$ cat config.mk
export PLATFORM = sky130hd
export DESIGN_NAME = pdbc_bank
export DESIGN_NICKNAME = d
export VERILOG_FILES = /design/src/logic/pdbc_reg8.v /design/src/logic/pdbc_pin_map.v /design/src/logic/pdbc_bank.v
export VERILOG_INCLUDE_DIRS = /design/src /design/src/logic
export SDC_FILE = /design/constraint.sdc
export NUM_CORES = 1
export LEC_CHECK = 0
export ABC_AREA = 1
export BUFFER_PORTS_ARGS = -buffer_cell sky130_fd_sc_hd__buf_2
export CORE_MARGIN = 1
export CORE_UTILIZATION = 30
export DETAILED_ROUTE_END_ITERATION = 10
export GPL_TIMING_DRIVEN = 0
export PLACE_DENSITY = 0.53
export SETUP_SLACK_MARGIN = 0.05
export SLEW_MARGIN = 20
export SYNTH_ARGS = -nofsm -noshare
export SYNTH_HDL_FRONTEND = slang
export SYNTH_SLANG_ARGS = --single-unit
export TNS_END_PERCENT = 1
$ cat constraint.sdc
create_clock -name mclk_i -period 1.14 [get_ports mclk_i]
set_input_delay 0.057 -clock mclk_i [delete_from_list [all_inputs] [get_ports mclk_i]]
set_output_delay 0.057 -clock mclk_i [all_outputs]
set_load 0.005 [all_outputs]
$ cat src/logic/pdbc_consts.vh
// Constants of the power-down and output buffer control register bank.
// Included by every design file of the bank; definitions only.
`ifndef PDBC_CONSTS_VH
`define PDBC_CONSTS_VH

`define PDBC_ADDR_W          8
`define PDBC_DATA_W          8
`define PDBC_OFF_POWER       8'h08
`define PDBC_OFF_OBUF_LOW    8'h0A
`define PDBC_OFF_OBUF_MID    8'h0B
`define PDBC_OFF_OBUF_HIGH   8'h0C
`define PDBC_OFF_SLEEP_MASK  8'h0D
`define PDBC_RESET_VALUE     8'h00

// Power control fields
`define PDBC_PWR_CLKBUF_BIT  5
`define PDBC_PWR_REFERENCE_GAIN_AMP_BIT  4
`define PDBC_PWR_CHA_BIT     2
`define PDBC_PWR_CHB_BIT     1
`define PDBC_PWR_GLOBAL_BIT  0

// Global sleep mask fields
`define PDBC_MSK_CLKBUF_BIT  3
`define PDBC_MSK_REFERENCE_GAIN_AMP_BIT  2
`define PDBC_MSK_BANDGAP_BIT 1

// Output buffer disable bit positions inside their registers
`define PDBC_LOW_B5_BIT      7
`define PDBC_LOW_B4_BIT      6
`define PDBC_LOW_B2_BIT      4
`define PDBC_LOW_B1_BIT      3
`define PDBC_LOW_B0_BIT      2
`define PDBC_MID_A4_BIT      7
`define PDBC_MID_A2_BIT      5
`define PDBC_MID_A1_BIT      4
`define PDBC_MID_A0_BIT      3
`define PDBC_MID_B6_BIT      0
`define PDBC_HIGH_A3_BIT     3
`define PDBC_HIGH_B3_BIT     2
`define PDBC_HIGH_A6_BIT     1
`define PDBC_HIGH_A5_BIT     0

`endif

$ cat src/logic/pdbc_reg8.v
// One 8-bit read-write configuration register with write strobe.
// Assumes a single clock domain and asynchronous active-low reset.
`timescale 1ns/1ps
`include "pdbc_consts.vh"

module pdbc_reg8 (
    input  wire       mclk_i,   // Device clock
    input  wire       nrst_i,   // Async reset, active low
    input  wire       wr_i,     // Write strobe, one cycle
    input  wire [7:0] wdata_i,  // Write data
    output reg  [7:0] q_o       // Stored value
);

    always @(posedge mclk_i or negedge nrst_i) begin
        if (!nrst_i) begin
            q_o <= `PDBC_RESET_VALUE;
        end else if (wr_i) begin
            q_o <= wdata_i;
        end
    end

endmodule // pdbc_reg8

$ cat src/logic/pdbc_pin_map.v
// Maps the 14 output buffer disable bits onto per-pin buffer-off controls.
// Purely combinational; registered by the top module.
`timescale 1ns/1ps
`include "pdbc_consts.vh"

module pdbc_pin_map (
    input  wire [7:0] low_i,    // Buffer-off register, low
    input  wire [7:0] mid_i,    // Buffer-off register, mid
    input  wire [7:0] high_i,   // Buffer-off register, high
    output wire [6:0] cha_o,    // Channel A pin 6..0 buffer off
    output wire [6:0] chb_o     // Channel B pin 6..0 buffer off
);

    assign cha_o = {high_i[`PDBC_HIGH_A6_BIT], high_i[`PDBC_HIGH_A5_BIT], mid_i[`PDBC_MID_A4_BIT],
                    high_i[`PDBC_HIGH_A3_BIT], mid_i[`PDBC_MID_A2_BIT], mid_i[`PDBC_MID_A1_BIT],
                    mid_i[`PDBC_MID_A0_BIT]};
    assign chb_o = {mid_i[`PDBC_MID_B6_BIT], low_i[`PDBC_LOW_B5_BIT], low_i[`PDBC_LOW_B4_BIT],
                    high_i[`PDBC_HIGH_B3_BIT], low_i[`PDBC_LOW_B2_BIT], low_i[`PDBC_LOW_B1_BIT],
                    low_i[`PDBC_LOW_B0_BIT]};

endmodule // pdbc_pin_map

$ cat src/logic/pdbc_bank.v
// Power-down and output buffer control register bank of a dual-channel converter.
// Assumes a serial-port front end that delivers decoded byte writes and reads in the mclk_i domain.
//
// Behaviour
// - Power bit 5 turns off the sampling clock buffer; resets to zero.
// - Power bit 4 turns off the reference gain amplifier.
// - Power bit 2 turns off converter channel A.
// - Power bit 1 turns off converter channel B.
// - Power bit 0 requests global sleep; mask register at 0x0D selects affected blocks.
// - Fourteen buffer-off bits over three registers; one turns a pin buffer off.
// - Fixed mapping of buffer-off bits in output_buffer_off_low, output_buffer_off_mid, output_buffer_off_high to pins.
// - Buffer-off bits never touch incoming or outgoing data clock buffers.
// - Mask bit 3 zero lets global sleep stop the clock buffer.
// - Mask bit 2 zero lets global sleep stop the reference amplifier.
// - Mask bit 1 one lets global sleep stop the bandgap reference.
`timescale 1ns/1ps
`include "pdbc_consts.vh"

module pdbc_bank (
    input  wire       mclk_i,                // Device clock, 40 MHz
    input  wire       nrst_i,                // Async reset, active low
    input  wire       wr_i,                  // Register write strobe
    input  wire       rd_i,                  // Register read strobe
    input  wire [7:0] addr_i,                // Register address
    input  wire [7:0] wdata_i,               // Write data
    output reg  [7:0] rdata_o,               // Read data, registered
    output reg        rvalid_o,              // Read data valid pulse
    output reg        sample_clock_buffer_off_o, // Clock buffer powered down
    output reg        ref_amp_off_o,         // Reference gain amp powered down
    output reg        channel_a_off_o,       // Channel A powered down
    output reg        channel_b_off_o,       // Channel B powered down
    output reg        bandgap_off_o,         // Bandgap reference powered down
    output reg        global_sleep_o,        // Global sleep active
    output reg  [6:0] cha_pin_buffer_off_o,  // Channel A pin 6..0 buffers off
    output reg  [6:0] chb_pin_buffer_off_o   // Channel B pin 6..0 buffers off
);

    wire [7:0] power_reg;
    wire [7:0] obuf_low_reg;
    wire [7:0] obuf_mid_reg;
    wire [7:0] obuf_high_reg;
    wire [7:0] sleep_mask_reg;
    wire [6:0] cha_map;
    wire [6:0] chb_map;
    wire       global_req;
    reg  [7:0] rdata_next;

    // Address decode and write enables, one per mapped register
    wire       hit_power;
    wire       hit_obuf_low;
    wire       hit_obuf_mid;
    wire       hit_obuf_high;
    wire       hit_sleep_mask;
    wire       wr_power;
    wire       wr_obuf_low;
    wire       wr_obuf_mid;
    wire       wr_obuf_high;
    wire       wr_sleep_mask;

    // Single-bit views of the power and mask fields
    wire       pwr_clkbuf;
    wire       pwr_reference_gain_amp;
    wire       pwr_cha;
    wire       pwr_chb;
    wire       msk_clkbuf;
    wire       msk_reference_gain_amp;
    wire       msk_bandgap;

    // Next values of the registered outputs
    reg        rvalid_next;
    reg        clkbuf_off_next;
    reg        reference_gain_amp_off_next;
    reg        cha_off_next;
    reg        chb_off_next;
    reg        bandgap_off_next;
    reg        global_sleep_next;
    reg  [6:0] cha_pins_next;
    reg  [6:0] chb_pins_next;

    // Plain storage, reset to zero, read back as written
    pdbc_reg8 u_power (
        .mclk_i  (mclk_i),
        .nrst_i  (nrst_i),
        .wr_i    (wr_power),
        .wdata_i (wdata_i),
        .q_o     (power_reg)
    );

    pdbc_reg8 u_obuf_low (
        .mclk_i  (mclk_i),
        .nrst_i  (nrst_i),
        .wr_i    (wr_obuf_low),
        .wdata_i (wdata_i),
        .q_o     (obuf_low_reg)
    );

    pdbc_reg8 u_obuf_mid (
        .mclk_i  (mclk_i),
        .nrst_i  (nrst_i),
        .wr_i    (wr_obuf_mid),
        .wdata_i (wdata_i),
        .q_o     (obuf_mid_reg)
    );

    pdbc_reg8 u_obuf_high (
        .mclk_i  (mclk_i),
        .nrst_i  (nrst_i),
        .wr_i    (wr_obuf_high),
        .wdata_i (wdata_i),
        .q_o     (obuf_high_reg)
    );

    pdbc_reg8 u_sleep_mask (
        .mclk_i  (mclk_i),
        .nrst_i  (nrst_i),
        .wr_i    (wr_sleep_mask),
        .wdata_i (wdata_i),
        .q_o     (sleep_mask_reg)
    );

    // Data clock buffers are not in this map; their enables live elsewhere
    pdbc_pin_map u_pin_map (
        .low_i   (obuf_low_reg),
        .mid_i   (obuf_mid_reg),
        .high_i  (obuf_high_reg),
        .cha_o   (cha_map),
        .chb_o   (chb_map)
    );

    assign global_req = power_reg[`PDBC_PWR_GLOBAL_BIT];

    // Address decode
    assign hit_power      = (addr_i == `PDBC_OFF_POWER);
    assign hit_obuf_low   = (addr_i == `PDBC_OFF_OBUF_LOW);
    assign hit_obuf_mid   = (addr_i == `PDBC_OFF_OBUF_MID);
    assign hit_obuf_high  = (addr_i == `PDBC_OFF_OBUF_HIGH);
    assign hit_sleep_mask = (addr_i == `PDBC_OFF_SLEEP_MASK);

    // Writes to unmapped addresses fall through and change nothing
    assign wr_power       = wr_i && hit_power;
    assign wr_obuf_low    = wr_i && hit_obuf_low;
    assign wr_obuf_mid    = wr_i && hit_obuf_mid;
    assign wr_obuf_high   = wr_i && hit_obuf_high;
    assign wr_sleep_mask  = wr_i && hit_sleep_mask;

    // Field views keep the power logic below readable
    assign pwr_clkbuf     = power_reg[`PDBC_PWR_CLKBUF_BIT];
    assign pwr_reference_gain_amp     = power_reg[`PDBC_PWR_REFERENCE_GAIN_AMP_BIT];
    assign pwr_cha        = power_reg[`PDBC_PWR_CHA_BIT];
    assign pwr_chb        = power_reg[`PDBC_PWR_CHB_BIT];
    assign msk_clkbuf     = sleep_mask_reg[`PDBC_MSK_CLKBUF_BIT];
    assign msk_reference_gain_amp     = sleep_mask_reg[`PDBC_MSK_REFERENCE_GAIN_AMP_BIT];
    assign msk_bandgap    = sleep_mask_reg[`PDBC_MSK_BANDGAP_BIT];

    // Reserved bits are stored too, so they read back whatever the host wrote
    always @* begin
        rdata_next = 8'h00;
        case (addr_i)
            `PDBC_OFF_POWER: begin
                rdata_next = power_reg;
            end
            `PDBC_OFF_OBUF_LOW: begin
                rdata_next = obuf_low_reg;
            end
            `PDBC_OFF_OBUF_MID: begin
                rdata_next = obuf_mid_reg;
            end
            `PDBC_OFF_OBUF_HIGH: begin
                rdata_next = obuf_high_reg;
            end
            `PDBC_OFF_SLEEP_MASK: begin
                rdata_next = sleep_mask_reg;
            end
            default: begin
                rdata_next = 8'h00;
            end
        endcase
    end

    // A block is off by its own bit, or by global sleep unless masked
    always @* begin
        clkbuf_off_next = 1'b0;
        if (pwr_clkbuf) begin
            clkbuf_off_next = 1'b1;
        end else if (global_req && !msk_clkbuf) begin
            clkbuf_off_next = 1'b1;
        end
    end

    always @* begin
        reference_gain_amp_off_next = 1'b0;
        if (pwr_reference_gain_amp) begin
            reference_gain_amp_off_next = 1'b1;
        end else if (global_req && !msk_reference_gain_amp) begin
            reference_gain_amp_off_next = 1'b1;
        end
    end

    // Global sleep stops both channels; the mask has no channel bits
    always @* begin
        cha_off_next = 1'b0;
        if (pwr_cha) begin
            cha_off_next = 1'b1;
        end else if (global_req) begin
            cha_off_next = 1'b1;
        end
    end

    always @* begin
        chb_off_next = 1'b0;
        if (pwr_chb) begin
            chb_off_next = 1'b1;
        end else if (global_req) begin
            chb_off_next = 1'b1;
        end
    end

    // Inverted sense: bandgap sleeps only when allowed, trading wake-up time
    always @* begin
        bandgap_off_next = 1'b0;
        if (global_req) begin
            if (msk_bandgap) begin
                bandgap_off_next = 1'b1;
            end
        end
    end

    // Global sleep flag follows the request bit
    always @* begin
        global_sleep_next = global_req;
    end

    // Read valid is the read strobe one flip-flop later
    always @* begin
        rvalid_next = rd_i;
    end

    // Pin maps pass straight through to their flip-flops
    always @* begin
        cha_pins_next = cha_map;
        chb_pins_next = chb_map;
    end

    // Read port: valid is a one-cycle pulse, data holds until the next read
    always @(posedge mclk_i or negedge nrst_i) begin
        if (!nrst_i) begin
            rdata_o  <= 8'h00;
            rvalid_o <= 1'b0;
        end else begin
            rvalid_o <= rvalid_next;
            if (rd_i) begin
                rdata_o <= rdata_next;
            end
        end
    end

    // Clock buffer, reference amplifier and bandgap controls
    always @(posedge mclk_i or negedge nrst_i) begin
        if (!nrst_i) begin
            sample_clock_buffer_off_o <= 1'b0;
            ref_amp_off_o             <= 1'b0;
            bandgap_off_o             <= 1'b0;
        end else begin
            sample_clock_buffer_off_o <= clkbuf_off_next;
            ref_amp_off_o             <= reference_gain_amp_off_next;
            bandgap_off_o             <= bandgap_off_next;
        end
    end

    // Channel controls and the global sleep flag
    always @(posedge mclk_i or negedge nrst_i) begin
        if (!nrst_i) begin
            channel_a_off_o           <= 1'b0;
            channel_b_off_o           <= 1'b0;
            global_sleep_o            <= 1'b0;
        end else begin
            channel_a_off_o           <= cha_off_next;
            channel_b_off_o           <= chb_off_next;
            global_sleep_o            <= global_sleep_next;
        end
    end

    // Pin buffer controls; data clock buffers are not among them
    always @(posedge mclk_i or negedge nrst_i) begin
        if (!nrst_i) begin
            cha_pin_buffer_off_o <= 7'h00;
        end else begin
            cha_pin_buffer_off_o <= cha_pins_next;
        end
    end

    always @(posedge mclk_i or negedge nrst_i) begin
        if (!nrst_i) begin
            chb_pin_buffer_off_o <= 7'h00;
        end else begin
            chb_pin_buffer_off_o <= chb_pins_next;
        end
    end

endmodule // pdbc_bank

Word level (Yosys, flattened, before mapping)
Cells that the tools add are included.
{"block": "word_totals", "inputBits": 20, "elab_cells": 39, "reg_bits": 69, "out_inout_bits": 29}
{"block": "op_classes", "mux": 10, "n_eq_ne": 5, "n_reduce_logical": 9}
{"op": "equality test 8 x 4 -> 1 bit, second input constant", "n": 5}
{"op": "one-hot mux 8 bit (5 select lines)", "n": 1}
{"op": "2-to-1 mux 1 bit", "n": 9}
{"op": "logical AND 1 bit", "n": 7}
{"op": "logical NOT 1 bit", "n": 2}

Longest topological paths before layout
Gate-level depths: netlist of the first run.
{"block": "depth", "depth_word": 4, "depth_mapped": 9, "ltp_nobuf": 7}

By module
Synthesis of the first run repeated with hierarchy kept, for this count alone.
{"block": "hier_totals", "hier_cells": 352, "area_unflattened_um2": 3047.9}
{"mod": "pdbc_reg8", "seq_area_each_um2": 200.2, "area_per_inst_um2": 305.3, "cells_each": 34, "instances": 5}
{"mod": "pdbc_bank", "seq_area_each_um2": 725.7, "area_per_inst_um2": 1416.4, "cells_each": 168, "instances": 1}
{"mod": "pdbc_pin_map", "seq_area_each_um2": 0.0, "area_per_inst_um2": 105.1, "cells_each": 14, "instances": 1}

Worst setup path after synthesis of the first run
Ideal clock, no wire load.
{"block": "synth_timing", "kind": "in2reg", "startpoint": "input port addr_i[5]", "endpoint": "register u_obuf_high.q_o[6]", "required_ps": 1013, "path_slack_ps": 39, "t_arrival_ps": 974, "cell_stages": 8, "path_buffers": 2, "setup_ps": 127, "cell_sequence": "nor2_1 -> nand2_1 -> inv_1 -> buf_4 -> nand3_1 -> buf_6 -> nand2_1 -> o21ai_0"}
{"block": "synth_via", "elab_chain_len": 2}
{"item": "start, declared", "line_no": "pdbc_bank.v:24", "rtl": "input wire [7:0] addr_i,"}
{"item": "equality test 8 x 4 -> 1 bit"}
{"item": "logical AND 1 bit", "line_no": "pdbc_bank.v:143", "rtl": "assign wr_obuf_high = wr_i && hit_obuf_high;"}
{"item": "end signal, assigned", "line_no": "pdbc_reg8.v:16", "rtl": "q_o <= `PDBC_RESET_VALUE;"}
{"item": "end signal, assigned", "line_no": "pdbc_reg8.v:18", "rtl": "q_o <= wdata_i;"}
{"item": "end, declared", "line_no": "pdbc_reg8.v:11", "rtl": "output reg [7:0] q_o"}
Every way passes these cells.
A chain may end at the register's enable or synchronous reset.

Worst setup path after layout of the first run
{"block": "layout_timing", "startpoint": "register u_power.q_o[0]", "endpoint": "register rdata_o[0]"}
{"block": "layout_via", "elab_chain_len": 1}
{"item": "start, declared", "line_no": "pdbc_reg8.v:11"}
{"item": "start signal, assigned", "line_no": "pdbc_reg8.v:16"}
{"item": "start signal, assigned", "line_no": "pdbc_reg8.v:18"}
{"item": "one-hot mux 8 bit (5 select lines)", "line_no": "pdbc_bank.v:158", "rtl": "case (addr_i)"}
{"item": "end signal, assigned", "line_no": "pdbc_bank.v:252", "rtl": "rdata_o <= rdata_next;"}
{"item": "end, declared", "line_no": "pdbc_bank.v:26", "rtl": "output reg [7:0] rdata_o,"}
Every way passes these cells.

==> results.yml, run 1 <==
route:
  drc: 0
  routed_wl_mm: 6.75
  vias: 2220
  drt_iter0_drc: 51
  ant_nets: 0
  dr.pass1.iters: 4
  viasPerCell: 4.56
  wire_per_inst_um: 13.9
floorplanning:
  std_cell_rows: 35
  die_y_um: 99.0
  core_sq_mm: 0.00920
  fp.dieW_um: 99.0
  dieArea_sq_mm: 0.00981
  io_pins: 49
  start_util_pct: 30.7
job:
  maxCapViolations: 0
timing:
  period_needed_ns: 1.06
  period_share_pct: 92.6
  worst_slew_pin_slew_ns: 0.368
  relSlewSlack_pct: 75.5
  max_freq_ghz: 0.947
  drv_slew: 0
  final_hold_viol_count: 0
  rsz0062_at_grt: "true"
  clock_skew_ns: 0.00646
  setup_viol: 0
critical_path:
  cp-startpoint: "u_power.q_o[0]$_DFFE_PN0P_"
  rr_worst_depth: 4
  start_kind: "flop"
  cp-end-kind: "flop"
  setup.worst_path.class: "reg2reg"
  worstPathMaxFanout: 7
  rr_endpoint: "rdata_o[0]$_DFFE_PN0P_"
  rr_startpoint: "u_power.q_o[0]$_DFFE_PN0P_"
  reg2reg_slack_ns: 0.08
  crit_required_ns: 1.36
  crit_arrival_ns: 1.28
power:
  p_int_uw: 3680
  p_switching_uw: 1220
  swShare_pct: 24.9
  power_frac_clock_pct: 36.8
  powerDensity_mw_per_mm2: 1380
  p_leak_uw: 0.00181
  vdd_drop_max_mv: 0.433
  p_seq_share_pct: 54.7
  p_comb_share_pct: 8.6
synth:
  synthArstFlopShare_pct: 100
  synthTopCellsByArea: "dfrtp_1, nand2_1, nand3_1, o21ai_0, nor2_1"
  synth_xor_xnor_area_share_pct: 0
  synth_commonest_cells: "nand2_1, dfrtp_1, nand3_1, nor2_1, o21ai_0"
  synth_adder_area_share_pct: 0
  yosysTopAreaCell: "dfrtp_1"
  syn_area_sq_mm: 0.00283
  syn_area_per_cell_sq_um: 9.36
  syn_inst: 302
  synth_nets: 322
  synth_seq_cells: 69
  synth-edff-count: 0
  yosys.area_share.simple_pct: 22.8
  ys.flop_type: "dfrtp_1"
  yosysWarnings: 0
  ys_seq_area_share_pct: 61.1
  synth_top_family_by_area: "simple AND/OR/NAND/NOR gates"
  synth-compound-area-share_pct: 10.2
  synth_top_cell_area_share_pct: 61.1
  synthDistinctLibCells: 20
  yosysMostFrequentCell: "nand2_1"
  synth_mux_area_share_pct: 0
grt:
  grt_max_degree: 44
  grt_antenna_before_repair: 0
  grt_usage_pct: 15.2
  grt_pass1_wl_mm: 11.2
  globalRouteOverflowTotal: 0
  grt_pass1_vias: 2218
clocking:
  cts.clk_slew.worst_paths_ns: 0.07
  clock-sinks: 69
  ctsRootBufferMaster: "clkbuf_8"
  cts_tree: "yes"
  cts_buffers: 9
  clockBufferDepth: 2
  clk_latency_ns: 0.34
  cts_htree_levels: 3
place:
  io_buffers: 48
  gp_congestion: 0.769
  dp_hpwl_mm: 4.89
  dp_cells: 462
cells_and_area:
  antenna_cells: 0
  nets: 391
  drive_gt1_share_pct: 24.5
  synthToLayoutAreaGrowth_pct: 25.7
  final_util_pct: 38.6
  instances_no_fill: 487
min_path:
  worstHoldPathCells: 3
  holdPathEnd: "u_obuf_low.q_o[6]$_DFFE_PN0P_"
  min-delay-start: "wdata_i[6]"
  hold_class: "in2reg"
run_status:
  status: "finished clean"
## registers in the layout (all words and copies together), names as in the netlist
register,flops
channel_b_off_o,1
rvalid_o,1
u_obuf_low.q_o,8
channel_a_off_o,1
u_sleep_mask.q_o,8
bandgap_off_o,1
global_sleep_o,1
rdata_o,8
u_obuf_mid.q_o,8
sample_clock_buffer_off_o,1
chb_pin_buffer_off_o,7
cha_pin_buffer_off_o,7
ref_amp_off_o,1
u_power.q_o,8
u_obuf_high.q_o,8
## layer usage
| metal | wire [um] | global-route usage, % |
|---|---|---|
| met1 | 3180 | 20.0 |
| met3 | 242 | 3.33 |
| met4 | 126 | 6.20 |
| met5 | 0 | 0 |
| met2 | 3200 | 24.3 |
## through the flow
stage	TNS (ns)	worst slack [ns]	total power, uW	hold slack (ns)	area (sq um)
floorplan	0	0.0489	2890	-0.239	2830
global placement	-37.47	-0.415	3110	0.183	3210
detailed placement	-14.52	-0.468	3130	-0.00115	3230
CTS	0	0.0218	4950	0.0788	3470
global route	-0.0939	-0.0289	5140	0.0951	3550
finish	0	0.0844	4900	0.0766	3550
## kinds of logic (layout without fill, tap and decap cells)
group,Yosys count,count (layout)
buffers and inverters,38,112
AO/OA/AOI/OAI,50,50
flip-flops,69,69
AND/OR/NAND/NOR,145,145
## cell usage in the layout (no fill, tap or decap), drive strengths merged
cell         netlist  final
a21oi              8      8
buf                9     61
clkbuf             2     16
clkinv             0      1
clkinvlp           0      2
dfrtp             69     69
dlygate4sd3        0      5
inv               27     27
nand2             70     70
nand3             37     37
nand4              1      1
nor2              34     34
nor4               1      1
o21a              13     13
o21ai             27     27
o21bai             2      2
or2                2      2
## area by class of cell
cell class | count | area [sq um]
fill | 950 | 5640
sequential | 69 | 1730
multi-input combinational | 195 | 978
timing repair buffer | 58 | 343
clock buffer | 13 | 159
tap | 111 | 139
inverter | 27 | 101
buffer | 11 | 85.1
clock inverter | 3 | 20.0
## worst max path at each step
stage	to	slack [ns]	depth (start not counted)
floorplan	u_obuf_low.q_o[4]$_DFFE_PN0P_	0.05	7
global placement	u_obuf_low.q_o[5]$_DFFE_PN0P_	-0.41	8
detailed placement	u_obuf_low.q_o[5]$_DFFE_PN0P_	-0.47	8
CTS	u_obuf_high.q_o[6]$_DFFE_PN0P_	0.02	8
global route	rdata_o[1]$_DFFE_PN0P_	-0.03	10
finish	rdata_o[0]$_DFFE_PN0P_	0.08	4
## power groups by stage
stage / combinational, uW / clock, uW / sequential, uW
after global routing: 484 / 1950 / 2700
final: 420 / 1800 / 2680
after CTS: 417 / 1850 / 2680
after floorplan: 172 / 0 / 2720
after detailed placement: 400 / 0 / 2730
after global placement: 385 / 0 / 2730
## worst max-delay path, stage by stage, from the launching register on
cell	delay, ns
dfrtp_1	0.48
nand3_1	0.12
nand2_1	0.05
nor2_1	0.19
a21oi_1	0.10
## timing repair
action	CTS	global route
endpoints found under the setup margin	17	41
setup buffers	0	4
endpoints found under the hold margin	66	0
pin swaps	0	5
gates resized for setup	2	19
hold buffers	5	0
(Power assumes the default switching activity.)
==> run 2: changes to the inputs <==
REMOVE_ABC_BUFFERS = 1   (was not set)
==> run 2 against run 1 <==
Against the previous run: first-iteration DRC count up 100%; utilization is 0.055 points lower; die area stayed put; sequential power about the same.
==> results.yml, run 2 (same netlist as run 1, synthesis figures left out) <==
cells_and_area:
  drive_gt1_share_pct: 25.1
  layout_commonest_cell: "dfrtp_1"
  fill_cells: 923
  nets: 381
  seqCellArea_sq_mm: 0.00173
  most-common-layout-cells: "dfrtp_1, nand2_1, buf_2"
  instances_no_fill: 477
  synthToLayoutAreaGrowth_pct: 25.6
  multi_input_area_sq_mm: 0.00101
  finish.instance_area_sq_mm: 0.00355
  antenna_cells: 0
timing:
  rsz0062_at_grt: "true"
  max_freq_ghz: 0.966
  finalHoldWorstSlack_ns: 0.0353
  setup_tns_ns: 0
  clock_skew_ns: 0.00341
  setup_viol: 0
  worst_slew_pin_slew_ns: 0.502
  period_share_pct: 90.8
  relSlewSlack_pct: 66.5
  final_hold_viol_count: 0
  drv_slew: 0
  period_needed_ns: 1.04
grt:
  grt_pass1_vias: 2149
  grt_antenna_before_repair: 0
  grt_max_degree: 39
  grt_pass1_wl_mm: 10.9
  grt_usage_pct: 15.1
  globalRouteOverflowTotal: 0
clocking:
  cts_tree: "yes"
  clk_latency_ns: 0.34
  cts.clk_slew.worst_paths_ns: 0.07
  cts_htree_levels: 3
  ctsRootBufferMaster: "clkbuf_8"
  clock-sinks: 69
  clockBufferDepth: 2
  cts_buffers: 9
job:
  maxCapViolations: 0
floorplanning:
  fp.dieW_um: 99.0
  io_pins: 49
  die_y_um: 99.0
  start_util_pct: 30.7
  dieArea_sq_mm: 0.00981
  std_cell_rows: 35
  core_sq_mm: 0.00920
place:
  dpl_cell_area_sq_mm: 0.00316
  io_buffers: 48
  dp_hpwl_mm: 4.17
  gp_congestion: 0.729
  dp_cells: 451
min_path:
  worstHoldPathCells: 1
  hold_class: "in2reg"
critical_path:
  setup.worst_path.class: "in2reg"
  crit_arrival_ns: 1.28
  worstPathMaxFanout: 16
  cp-end-kind: "flop"
  crit_required_ns: 1.38
  rr_worst_depth: 4
  start_kind: "input pin"
route:
  drc: 0
  ant_nets: 0
  dr.pass1.iters: 4
  wire_per_inst_um: 13.9
  routed_wl_mm: 6.61
  drt_iter0_drc: 104
  vias: 2203
  viasPerCell: 4.62
run_status:
  status: "finished clean"
power:
  p_leak_uw: 0.00180
  vdd_drop_max_mv: 0.502
  powerDensity_mw_per_mm2: 1460
  finalPower_uw: 5170
[run 2: cell types whose count changed in the layout (fill, tap and decap cells not counted), sizes merged]
cell	before	now
clkinv	1	3
bufinv	0	1
buf	61	54
clkbuf	16	12
inv	27	26
dlygate4sd3	5	4
[run 2: final timing paths]
path | from | to | slack, ns
setup / recovery | addr_i[3] | u_sleep_mask.q_o[2]$_DFFE_PN0P_ | 0.10
hold / removal | rd_i | rvalid_o$_DFF_PN0_ | 0.04
setup reg to reg | u_power.q_o[0]$_DFFE_PN0P_ | rdata_o[0]$_DFFE_PN0P_ | 0.22
hold reg to reg | u_obuf_high.q_o[0]$_DFFE_PN0P_ | cha_pin_buffer_off_o[5]$_DFF_PN0_ | 0.40
max in group asynchronous | nrst_i | u_obuf_high.q_o[7]$_DFFE_PN0P_ | 0.41
min in group asynchronous | nrst_i | cha_pin_buffer_off_o[3]$_DFF_PN0_ | 0.19
[run 2: report_power, final]
group / leakage, uW / switching, uW / internal, uW
logic: 0.000769 / 245 / 173
registers: 0.000922 / 78.8 / 2600
clock network: 0.000112 / 898 / 1180
[run 2: area by class of cell]
type | count | share of cell area (%)
inverters | 27 | 2.96
repair inverters | 1 | 0.212
well taps | 111 | 3.92
flip-flops and latches | 69 | 48.7
clock buffers | 12 | 4.66
clock inverters | 4 | 1.27
repair buffers | 58 | 9.95
multi-input cells | 195 | 28.4
[run 2: metrics by stage]
step	setup WS (ns)	util [%]
after floorplan	-0.660	-
after global placement	-1.49	34.1
after detailed placement	-1.46	34.4
after CTS	0.0691	38.2
after global routing	-0.0142	38.6
final	0.104	38.6
[run 2: routing by layer]
metal,routed length [um],vias up,global-route usage (%)
met4,195,0,9.41
met2,3080,48,23.3
li1,-,1092,-
met5,0,-,0
met1,3040,1049,18.8
met3,301,14,4.26
[run 2: what timing repair did]
action / 4_1_cts / 5_1_grt
cloned: 1 / 0
resized for setup: 12 / 9
endpoints found under the setup margin: 48 / 36
buffers inserted: 5 / 0
hold buffers: 4 / 0
pin swaps: 2 / 3
endpoints found under the hold margin: 34 / 0
[run 2: worst max-delay path: stages]
cell and delay [ns]:
buf_2 0.09, nand2_1 0.17, nor2_4 0.29, nand2_4 0.11, nor2_4 0.33, nand2_1 0.10, o21a_1 0.11
